File: src/hw/dag_map.vh
`ifndef DAG_MAP_VH
`define DAG_MAP_VH
// ---------------------------------------------------------------
// Register byte offsets
// ---------------------------------------------------------------
`define DAG_CTRL_OFS    8'h00
`define DAG_BOUNDS_OFS  8'h04
`define DAG_CMD_OFS     8'h08
`define DAG_STAT_OFS    8'h0C
`define DAG_XADDR_OFS   8'h10
`define DAG_YADDR_OFS   8'h14
`define DAG_MADDR_OFS   8'h18
`define DAG_PTR_TAG     3'h1
// ---------------------------------------------------------------
// Command fields
// ---------------------------------------------------------------
`define DAG_OP          1:0
`define DAG_OP_NONE     2'h0
`define DAG_OP_DUAL     2'h1
`define DAG_OP_WORD     2'h2
`define DAG_OP_LONG     2'h3
`define DAG_X_EN        2
`define DAG_X_SEL       3
`define DAG_X_MODE      5:4
`define DAG_X_WR        6
`define DAG_X_OPD       7
`define DAG_Y_EN        8
`define DAG_Y_SEL       9
`define DAG_Y_MODE      11:10
`define DAG_Y_WR        12
`define DAG_Y_OPD       13
`define DAG_S_SEL       17:16
`define DAG_S_MODE      19:18
`define DAG_S_WR        20
`define DAG_S_OPD       24:21
// ---------------------------------------------------------------
// Pointer modes, steps and register slots
// ---------------------------------------------------------------
`define DAG_M_PREDEC    2'h0
`define DAG_M_NOP       2'h1
`define DAG_M_INC       2'h2
`define DAG_M_INDEX     2'h3
`define DAG_STEP_WORD   32'h0000_0002
`define DAG_STEP_LONG   32'h0000_0004
`define DAG_SLOT_R4     3'h2
`define DAG_SLOT_R6     3'h4
`define DAG_SLOT_R8     3'h6
`define DAG_SLOT_R9     3'h7
`define DAG_DS_A1       4'h5
`define DAG_DS_RSV6     4'h6
// ---------------------------------------------------------------
// Control and status bits, reset values
// ---------------------------------------------------------------
`define DAG_CTRL_XCE    0
`define DAG_CTRL_YCE    1
`define DAG_STAT_RSV    0
`define DAG_STAT_DUAL   1
`define DAG_STAT_SING   2
`define DAG_ZERO32      32'h0000_0000
`endif

File: src/hw/dag_xy_update.v
`include "dag_map.vh"
// Pointer unit for one X or Y word pointer of a dual transfer.
module dag_xy_update #(
  parameter LOW_ONLY = 0            // Keep the upper word on update.
) (
  ptr,                              // Pointer before update.
  index,                            // Index register value.
  mode,                             // Pointer mode.
  circ,                             // Circular mode active.
  bounds,                           // End in upper, start in lower half.
  addr,                             // Access address, bit 0 zero.
  new_ptr                           // Pointer after update.
);
  input  wire [31:0] ptr;
  input  wire [31:0] index;
  input  wire [1:0]  mode;
  input  wire        circ;
  input  wire [31:0] bounds;
  output wire [15:0] addr;
  output reg  [31:0] new_ptr;

  reg  [31:0] step;
  reg  [31:0] sum;
  wire        hit;

  // Only bits 15..1 leave on the X/Y bus; bit 0 is disregarded.
  assign addr = {ptr[15:1], 1'b0};
  // An exact match with the end value is needed; stepping past it
  // keeps the linear result.
  assign hit  = (ptr[15:1] == bounds[31:17]);

  // ---------------------------------------------------------------
  // Update
  // ---------------------------------------------------------------
  // Post update: increment by 2, add index, or leave unchanged.
  always @* begin
    case (mode)
      `DAG_M_INC:   step = `DAG_STEP_WORD;
      `DAG_M_INDEX: step = index;
      default:      step = `DAG_ZERO32;
    endcase
    sum = ptr + step;
    // Only updating modes wrap; the pre-decrement code is a no-update here.
    if (circ && (mode == `DAG_M_INC || mode == `DAG_M_INDEX) && hit) begin
      new_ptr = {ptr[31:16], bounds[15:1], ptr[0]};
    end else if (LOW_ONLY != 0) begin
      new_ptr = {ptr[31:16], sum[15:0]};
    end else begin
      new_ptr = sum;
    end
  end
endmodule

File: src/hw/dag_single_update.v
`include "dag_map.vh"
// Pointer unit for single word or longword transfers; always linear.
module dag_single_update (
  ptr,                              // Pointer before update.
  index,                            // Index register value.
  mode,                             // Pointer mode.
  long,                             // Longword transfer.
  addr,                             // Access address.
  new_ptr                           // Pointer after update.
);
  input  wire [31:0] ptr;
  input  wire [31:0] index;
  input  wire [1:0]  mode;
  input  wire        long;
  output reg  [31:0] addr;
  output reg  [31:0] new_ptr;

  wire [31:0] size;

  assign size = long ? `DAG_STEP_LONG : `DAG_STEP_WORD;

  // ---------------------------------------------------------------
  // Update
  // ---------------------------------------------------------------
  // Pre-decrement addresses with the new value, others with the old.
  always @* begin
    addr = ptr;
    case (mode)
      `DAG_M_PREDEC: begin
        new_ptr = ptr - size;
        addr    = new_ptr;
      end
      `DAG_M_INC:   new_ptr = ptr + size;
      `DAG_M_INDEX: new_ptr = ptr + index;
      default:      new_ptr = ptr;
    endcase
  end
endmodule

File: src/hw/dag_top.v
`include "dag_map.vh"
module dag_top (
  hclk,                             // System clock.
  hresetn,                          // Asynchronous reset, active low.
  hsel,                             // Slave select.
  haddr,                            // Byte address.
  htrans,                           // Transfer type.
  hwrite,                           // Write when high.
  hsize,                            // Transfer size, words only.
  hwdata,                           // Write data.
  hready,                           // Bus ready in.
  hreadyout,                        // Slave ready out.
  hresp,                            // Response, always okay.
  hrdata,                           // Read data.
  x_bus_req,                        // X data bus access pulse.
  x_bus_write,                      // X access is a store.
  x_access_address,                 // X data bus address.
  x_operand_sel,                    // X0/X1 load or A0/A1 store.
  y_bus_req,                        // Y data bus access pulse.
  y_bus_write,                      // Y access is a store.
  y_access_address,                 // Y data bus address.
  y_operand_sel,                    // Y0/Y1 load or A0/A1 store.
  cpu_bus_req,                      // CPU data bus access pulse.
  cpu_bus_write,                    // CPU access is a store.
  cpu_bus_long,                     // Longword when high.
  main_access_address,              // CPU data bus address.
  single_operand_sel                // DSP register code.
);
  input  wire        hclk;
  input  wire        hresetn;
  input  wire        hsel;
  input  wire [31:0] haddr;
  input  wire [1:0]  htrans;
  input  wire        hwrite;
  input  wire [2:0]  hsize;
  input  wire [31:0] hwdata;
  input  wire        hready;
  output reg         hreadyout;
  output reg         hresp;
  output reg  [31:0] hrdata;
  output reg         x_bus_req;
  output reg         x_bus_write;
  output reg  [15:0] x_access_address;
  output reg         x_operand_sel;
  output reg         y_bus_req;
  output reg         y_bus_write;
  output reg  [15:0] y_access_address;
  output reg         y_operand_sel;
  output reg         cpu_bus_req;
  output reg         cpu_bus_write;
  output reg         cpu_bus_long;
  output reg  [31:0] main_access_address;
  output reg  [3:0]  single_operand_sel;

  // ---------------------------------------------------------------
  // Helpers
  // ---------------------------------------------------------------
  // Pointer window decode, shared by read and write paths.
  function is_ptr;
    input [7:0] a;
    begin
      is_ptr = (a[7:5] == `DAG_PTR_TAG);
    end
  endfunction

  // Codes marked system reserved for the single operand.
  function ds_reserved;
    input [3:0] c;
    begin
      ds_reserved = (c < `DAG_DS_A1) || (c == `DAG_DS_RSV6);
    end
  endfunction

  // ---------------------------------------------------------------
  // State
  // ---------------------------------------------------------------
  reg  [31:0] ptr_reg [0:7];        // R2..R9 copy, slot = n - 2.
  reg  [1:0]  ctrl_reg;
  reg  [31:0] bounds_reg;
  reg  [2:0]  stat_reg;
  reg         dph_wr_reg;
  reg  [7:0]  dph_addr_reg;
  reg  [31:0] rd_next;
  integer     i;

  wire        acc;
  wire        wr_cmd;
  wire [31:0] cmd;
  wire        dual_go;
  wire        sing_go;
  wire        sing_ok;
  wire        x_circ;
  wire        y_circ;
  wire [2:0]  x_slot;
  wire [2:0]  y_slot;
  wire [2:0]  s_slot;
  wire [15:0] x_addr;
  wire [15:0] y_addr;
  wire [31:0] s_addr;
  wire [31:0] x_new;
  wire [31:0] y_new;
  wire [31:0] s_new;

  // ---------------------------------------------------------------
  // Command decode
  // ---------------------------------------------------------------
  // A command write is one execute cycle; the pointers it touches are
  // written back on the same edge, so the next command sees them.
  assign acc     = hsel && htrans[1] && hready;
  assign wr_cmd  = dph_wr_reg && (dph_addr_reg == `DAG_CMD_OFS);
  assign cmd     = hwdata;
  assign dual_go = wr_cmd && (cmd[`DAG_OP] == `DAG_OP_DUAL);
  assign sing_go = wr_cmd && (cmd[`DAG_OP] == `DAG_OP_WORD
                              || cmd[`DAG_OP] == `DAG_OP_LONG);
  assign sing_ok = sing_go && !ds_reserved(cmd[`DAG_S_OPD]);
  // With both enables set only Y wraps; single moves never wrap.
  assign x_circ  = ctrl_reg[`DAG_CTRL_XCE]
                   && !ctrl_reg[`DAG_CTRL_YCE];
  assign y_circ  = ctrl_reg[`DAG_CTRL_YCE];
  assign x_slot  = `DAG_SLOT_R4 + {2'h0, cmd[`DAG_X_SEL]};
  assign y_slot  = `DAG_SLOT_R6 + {2'h0, cmd[`DAG_Y_SEL]};
  // Select 0..3 picks R4, R5, R2, R3.
  assign s_slot  = {1'b0, ~cmd[17], cmd[16]};

  // ---------------------------------------------------------------
  // Pointer units
  // ---------------------------------------------------------------
  dag_xy_update #(.LOW_ONLY(0)) u_x (
    .ptr     (ptr_reg[x_slot]),
    .index   (ptr_reg[`DAG_SLOT_R8]),
    .mode    (cmd[`DAG_X_MODE]),
    .circ    (x_circ),
    .bounds  (bounds_reg),
    .addr    (x_addr),
    .new_ptr (x_new)
  );

  dag_xy_update #(.LOW_ONLY(1)) u_y (
    .ptr     (ptr_reg[y_slot]),
    .index   (ptr_reg[`DAG_SLOT_R9]),
    .mode    (cmd[`DAG_Y_MODE]),
    .circ    (y_circ),
    .bounds  (bounds_reg),
    .addr    (y_addr),
    .new_ptr (y_new)
  );

  dag_single_update u_s (
    .ptr     (ptr_reg[s_slot]),
    .index   (ptr_reg[`DAG_SLOT_R8]),
    .mode    (cmd[`DAG_S_MODE]),
    .long    (cmd[0]),
    .addr    (s_addr),
    .new_ptr (s_new)
  );

  // ---------------------------------------------------------------
  // Bus slave
  // ---------------------------------------------------------------
  // Read data is fetched in the address phase so it stands for the
  // whole data phase; the slave never inserts wait states.
  always @* begin
    rd_next = `DAG_ZERO32;
    if (is_ptr(haddr[7:0])) begin
      rd_next = ptr_reg[haddr[4:2]];
    end else begin
      case (haddr[7:0])
        `DAG_CTRL_OFS:   rd_next = {30'h0, ctrl_reg};
        `DAG_BOUNDS_OFS: rd_next = bounds_reg;
        `DAG_STAT_OFS:   rd_next = {29'h0, stat_reg};
        `DAG_XADDR_OFS:  rd_next = {16'h0, x_access_address};
        `DAG_YADDR_OFS:  rd_next = {16'h0, y_access_address};
        `DAG_MADDR_OFS:  rd_next = main_access_address;
        default:         rd_next = `DAG_ZERO32;
      endcase
    end
  end

  // Address phase capture and registered read data.
  always @(posedge hclk or negedge hresetn) begin
    if (!hresetn) begin
      dph_wr_reg   <= 1'b0;
      dph_addr_reg <= 8'h00;
      hrdata       <= `DAG_ZERO32;
      hreadyout    <= 1'b0;
      hresp        <= 1'b0;
    end else begin
      hreadyout    <= 1'b1;
      hresp        <= 1'b0;
      dph_wr_reg   <= acc && hwrite;
      if (acc) begin
        dph_addr_reg <= haddr[7:0];
      end
      if (acc && !hwrite) begin
        hrdata <= rd_next;
      end
    end
  end

  // ---------------------------------------------------------------
  // Control, bounds and status registers
  // ---------------------------------------------------------------
  // Software loads end:start as one word, then sets an enable. The
  // sticky reserved-code flag clears by writing one; a new reserved
  // code in the same cycle wins over the clear.
  always @(posedge hclk or negedge hresetn) begin
    if (!hresetn) begin
      ctrl_reg   <= 2'h0;
      bounds_reg <= `DAG_ZERO32;
      stat_reg   <= 3'h0;
    end else begin
      if (dph_wr_reg && dph_addr_reg == `DAG_CTRL_OFS) begin
        ctrl_reg <= hwdata[1:0];
      end
      if (dph_wr_reg && dph_addr_reg == `DAG_BOUNDS_OFS) begin
        bounds_reg <= hwdata;
      end
      if (sing_go && !sing_ok) begin
        stat_reg[`DAG_STAT_RSV] <= 1'b1;
      end else if (dph_wr_reg && dph_addr_reg == `DAG_STAT_OFS
                   && hwdata[`DAG_STAT_RSV]) begin
        stat_reg[`DAG_STAT_RSV] <= 1'b0;
      end
      if (dual_go || sing_ok) begin
        stat_reg[`DAG_STAT_DUAL] <= dual_go;
        stat_reg[`DAG_STAT_SING] <= sing_ok;
      end
    end
  end

  // ---------------------------------------------------------------
  // Pointer file and write-back
  // ---------------------------------------------------------------
  // X and Y slots never coincide, so both may retire together.
  always @(posedge hclk or negedge hresetn) begin
    if (!hresetn) begin
      for (i = 0; i < 8; i = i + 1) begin
        ptr_reg[i] <= `DAG_ZERO32;
      end
    end else begin
      if (dph_wr_reg && is_ptr(dph_addr_reg)) begin
        ptr_reg[dph_addr_reg[4:2]] <= hwdata;
      end
      if (dual_go && cmd[`DAG_X_EN]) begin
        ptr_reg[x_slot] <= x_new;
      end
      if (dual_go && cmd[`DAG_Y_EN]) begin
        ptr_reg[y_slot] <= y_new;
      end
      if (sing_ok) begin
        ptr_reg[s_slot] <= s_new;
      end
    end
  end

  // ---------------------------------------------------------------
  // Memory access outputs
  // ---------------------------------------------------------------
  // Requests are one-cycle pulses; addresses and selects hold until
  // the next access of their bus.
  always @(posedge hclk or negedge hresetn) begin
    if (!hresetn) begin
      x_bus_req           <= 1'b0;
      x_bus_write         <= 1'b0;
      x_access_address    <= 16'h0000;
      x_operand_sel       <= 1'b0;
      y_bus_req           <= 1'b0;
      y_bus_write         <= 1'b0;
      y_access_address    <= 16'h0000;
      y_operand_sel       <= 1'b0;
      cpu_bus_req         <= 1'b0;
      cpu_bus_write       <= 1'b0;
      cpu_bus_long        <= 1'b0;
      main_access_address <= `DAG_ZERO32;
      single_operand_sel  <= 4'h0;
    end else begin
      x_bus_req   <= dual_go && cmd[`DAG_X_EN];
      y_bus_req   <= dual_go && cmd[`DAG_Y_EN];
      cpu_bus_req <= sing_ok;
      if (dual_go && cmd[`DAG_X_EN]) begin
        x_access_address <= x_addr;
        x_bus_write      <= cmd[`DAG_X_WR];
        x_operand_sel    <= cmd[`DAG_X_OPD];
      end
      if (dual_go && cmd[`DAG_Y_EN]) begin
        y_access_address <= y_addr;
        y_bus_write      <= cmd[`DAG_Y_WR];
        y_operand_sel    <= cmd[`DAG_Y_OPD];
      end
      if (sing_ok) begin
        main_access_address <= s_addr;
        cpu_bus_write       <= cmd[`DAG_S_WR];
        cpu_bus_long        <= cmd[0];
        single_operand_sel  <= cmd[`DAG_S_OPD];
      end
    end
  end
endmodule

File: config.mk
export PLATFORM = sky130hd
export DESIGN_NAME = dag_top
export DESIGN_NICKNAME = d
export VERILOG_FILES = /design/src/hw/dag_xy_update.v /design/src/hw/dag_single_update.v /design/src/hw/dag_top.v
export VERILOG_INCLUDE_DIRS = /design/src /design/src/hw
export SDC_FILE = /design/constraint.sdc
export NUM_CORES = 1
export LEC_CHECK = 0
export BUFFER_PORTS_ARGS = -buffer_cell sky130_fd_sc_hd__buf_2
export CELL_PAD_IN_SITES_DETAIL_PLACEMENT = 0
export CELL_PAD_IN_SITES_GLOBAL_PLACEMENT = 2
export CORE_ASPECT_RATIO = 0.8
export CORE_UTILIZATION = 41
export CTS_BUF_LIST = sky130_fd_sc_hd__clkbuf_4 sky130_fd_sc_hd__clkbuf_8 sky130_fd_sc_hd__clkbuf_16
export DETAILED_ROUTE_END_ITERATION = 10
export PLACE_DENSITY_LB_ADDON = 0.1
export RECOVER_POWER = 50
export SLEW_MARGIN = 20
export SYNTH_ARGS = -nofsm -noshare
export SYNTH_HDL_FRONTEND = slang
export SYNTH_HIERARCHICAL = 1
export SYNTH_SLANG_ARGS = --single-unit
File: constraint.sdc
create_clock -name hclk -period 4.3 [get_ports hclk]
set_input_delay 0.645 -clock hclk [delete_from_list [all_inputs] [get_ports hclk]]
set_output_delay 0.645 -clock hclk [all_outputs]
set_load 0.05 [all_outputs]
==> run_results.csv <==
group,metric,value,unit
run_status,status,"finished with violations",
run_status,violations,"capacitance limit, slew limit",
floorplan,dieArea,74000,µm²
layout,layout_commonest_cell,"dfrtp_1",
synth,synth_cells,2948,
synth,ys_seq_area_share,34.5,%
floorplan,dieWidth,304,µm
clock_network,cts_buffers,47,
worst_setup_path,worstSetupPathType,"in2reg",
worst_setup_path,endpoint_kind,"flip-flop",
route,firstDrtPassIters,6,
synth,syn_avg_cell_area,10.1,µm²
floorplan,die_h,244,µm
layout,most-common-layout-cells,"dfrtp_1, mux2_2, buf_4",
clock_network,clock_latency,0.63,ns
synth,ys_warn_count,6,
timing,fmaxAchievable,239,MHz
synth,synth-seq-cells,412,
clock_network,cts_hold_repair.buffers,0,
layout,nets,3314,
route,drt-total-wl,130000,µm
layout,multi_input_area,18100,µm²
pwr,p_int,0.00781,W
grt,grt_pass1_vias,25800,
route,drc,0,
synth,async_flop_share,100,%
timing,final_hold_viol_count,0,
place,dp_hpwl,94900,µm
floorplan,coreArea,72100,µm²
route,ant_nets,0,
worst_setup_path,crit_path_start_kind,"input port",
timing,drv_slew,206,
pwr,leakagePower,16.4,nW
route,wl_per_cell,31.3,µm
layout,final_cell_area,34500,µm²
grt,grt.overflow.total,0,
clock_network,cts.sink_count,412,
synth,synth_edf_count,0,
timing,setup_ws,0.114,ns
timing,period_minus_slack,4.19,ns
synth,synthDistinctLibCells,110,
clock_network,clock_path_buffers,3,
layout,drive_above_1_share,30.6,%
synth,netlist_area,29900,µm²
worst_setup_path,worst-r2r-setup-slack,0.14,ns
route,vias_per_cell,6.34,
pwr,seq_power_share,38.4,%
pwr,p_sw_share,31.8,%
worst_setup_path,critPathMaxFanout,44,
place,gp_congestion,0.957,
synth,synth_ff_type,"dfrtp_1",
place,preCtsSetupSlack,-0.425,ns
worst_setup_path,worstPathRequired,4.82,ns
grt,antenna_found_initial,5,
worst_setup_path,arrival,4.70,ns
layout,fillers,6791,
pwr,ir_drop,0.297,mV
timing,setup-tns-final,0,ns
route,vias,26300,
grt,grt.total_usage,34.7,%
floorplan,start_util,41.5,%
place,dpl_cell_area,32900,µm²
grt,grt_max_degree,93,
route,drt_iter0_markers,2761,
floorplan,fp-row-count,88,
timing,tightest_slew,3.24,ns
layout,final_util,47.9,%
synth,syn_nets,3105,
clock_network,cts_root_buffer,"clkbuf_16",
clock_network,clk_pin_slew,0.06,ns
layout,area_growth,15.5,%
timing,final.setup_skew,0.0332,ns
timing,relSlewSlack,-116,%
run,maxCapViolCount,3,
pwr,combPwrFrac,22.6,%
pwr,power_density,331,nW/µm²
place,io_buffers,155,
clock_network,cts.htree.levels,2,
timing,period_share,97.4,%
layout,register_area,10300,µm²
floorplan,io_pins,185,
hold_path,min_path_type,"in2reg",
timing,hold_slack,0.252,ns
pwr,netSwitchingPower,0.00364,W
timing,rsz0062_at_grt,"false",
timing,setup_viol,0,
grt,grt_pass1_wl,188000,µm
clock_network,cts_tree,"built",
pwr,clockPowerShare,39.0,%
==> power by group through the flow <==
stage | clock [W] | sequential (W) | combinational [W]
floorplan | 0 | 0.00438 | 0.00150
finish | 0.00447 | 0.00440 | 0.00259
CTS | 0.00452 | 0.00438 | 0.00257
global placement | 0 | 0.00444 | 0.00253
global route | 0.00465 | 0.00441 | 0.00275
detailed placement | 0 | 0.00446 | 0.00256
==> final timing paths <==
path	start	endpoint	depth (start not counted)
min in group asynchronous	hresetn	ptr_reg[103]$_DFF_PN0_	1
hold reg to reg	cpu_bus_long$_DFFE_PN0P_	cpu_bus_long$_DFFE_PN0P_	2
setup / recovery	haddr[4]	hrdata[0]$_DFFE_PN0P_	5
hold / removal	hwrite	dph_wr_reg$_DFF_PN0_	3
max in group asynchronous	hresetn	ptr_reg[209]$_DFF_PN0_	2
setup reg to reg	ptr_reg[161]$_DFF_PN0_	ptr_reg[241]$_DFF_PN0_	15
==> logic make-up after synthesis <==
kind of cell / count (synthesis) / share of synthesized area (%)
buffers and inverters: 331 / 5.23
xor gates and xnor gates: 146 / 4.28
adders and majority gates: 83 / 3.57
and+or+nand+nor: 709 / 12.6
muxes: 571 / 23.8
AOI/OAI and AO/OA: 692 / 15.9
other: 4 / 0.0502
DFF: 412 / 34.5
==> critical path, cell delays in order <==
cell      delay, ns
clkbuf_1       2.22
nand2_1        1.06
o22ai_1        0.43
o41ai_1        0.11
a21o_1         0.17
==> stage by stage <==
stage               std cells  power, W
floorplan                2948   0.00587
global placement         4052   0.00697
detailed placement       4052   0.00701
CTS                      4137    0.0115
global route             4138    0.0118
finish                   4144    0.0115
==> Yosys cell counts (all sizes together) (82+ instances only) <==
cell type / instances / area (µm²)
nor2: 104 / 390
clkbuf: 155 / 593
o21ai: 119 / 603
o22ai: 82 / 513
a21oi: 125 / 641
dfrtp: 412 / 10300
and3: 136 / 857
nand2: 212 / 801
mux2i: 135 / 1350
mux2: 359 / 4050
a211oi: 82 / 616
buf: 138 / 821
==> repair_timing <==
action	in CTS	in global routing
endpoints found under the setup margin	0	5
resized for setup	0	1
buffers inserted	0	1
==> metal layers <==
metal	global-route usage (%)	part of all wire [%]
met1	46.7	42
met2	53.2	44
met3	6.40	8.0
met4	17.7	5.6
met5	0	0
==> cell type report <==
type	instances	share of cell area [%]
tap	945	3.42
sequential	412	29.8
clock inverter	23	1.05
multi-input combinational	2205	52.4
inverter	37	0.402
clock buffer	62	3.82
timing repair buffer	454	9.02
antenna	6	0.0435
Power figures use the tool's default switching activity.
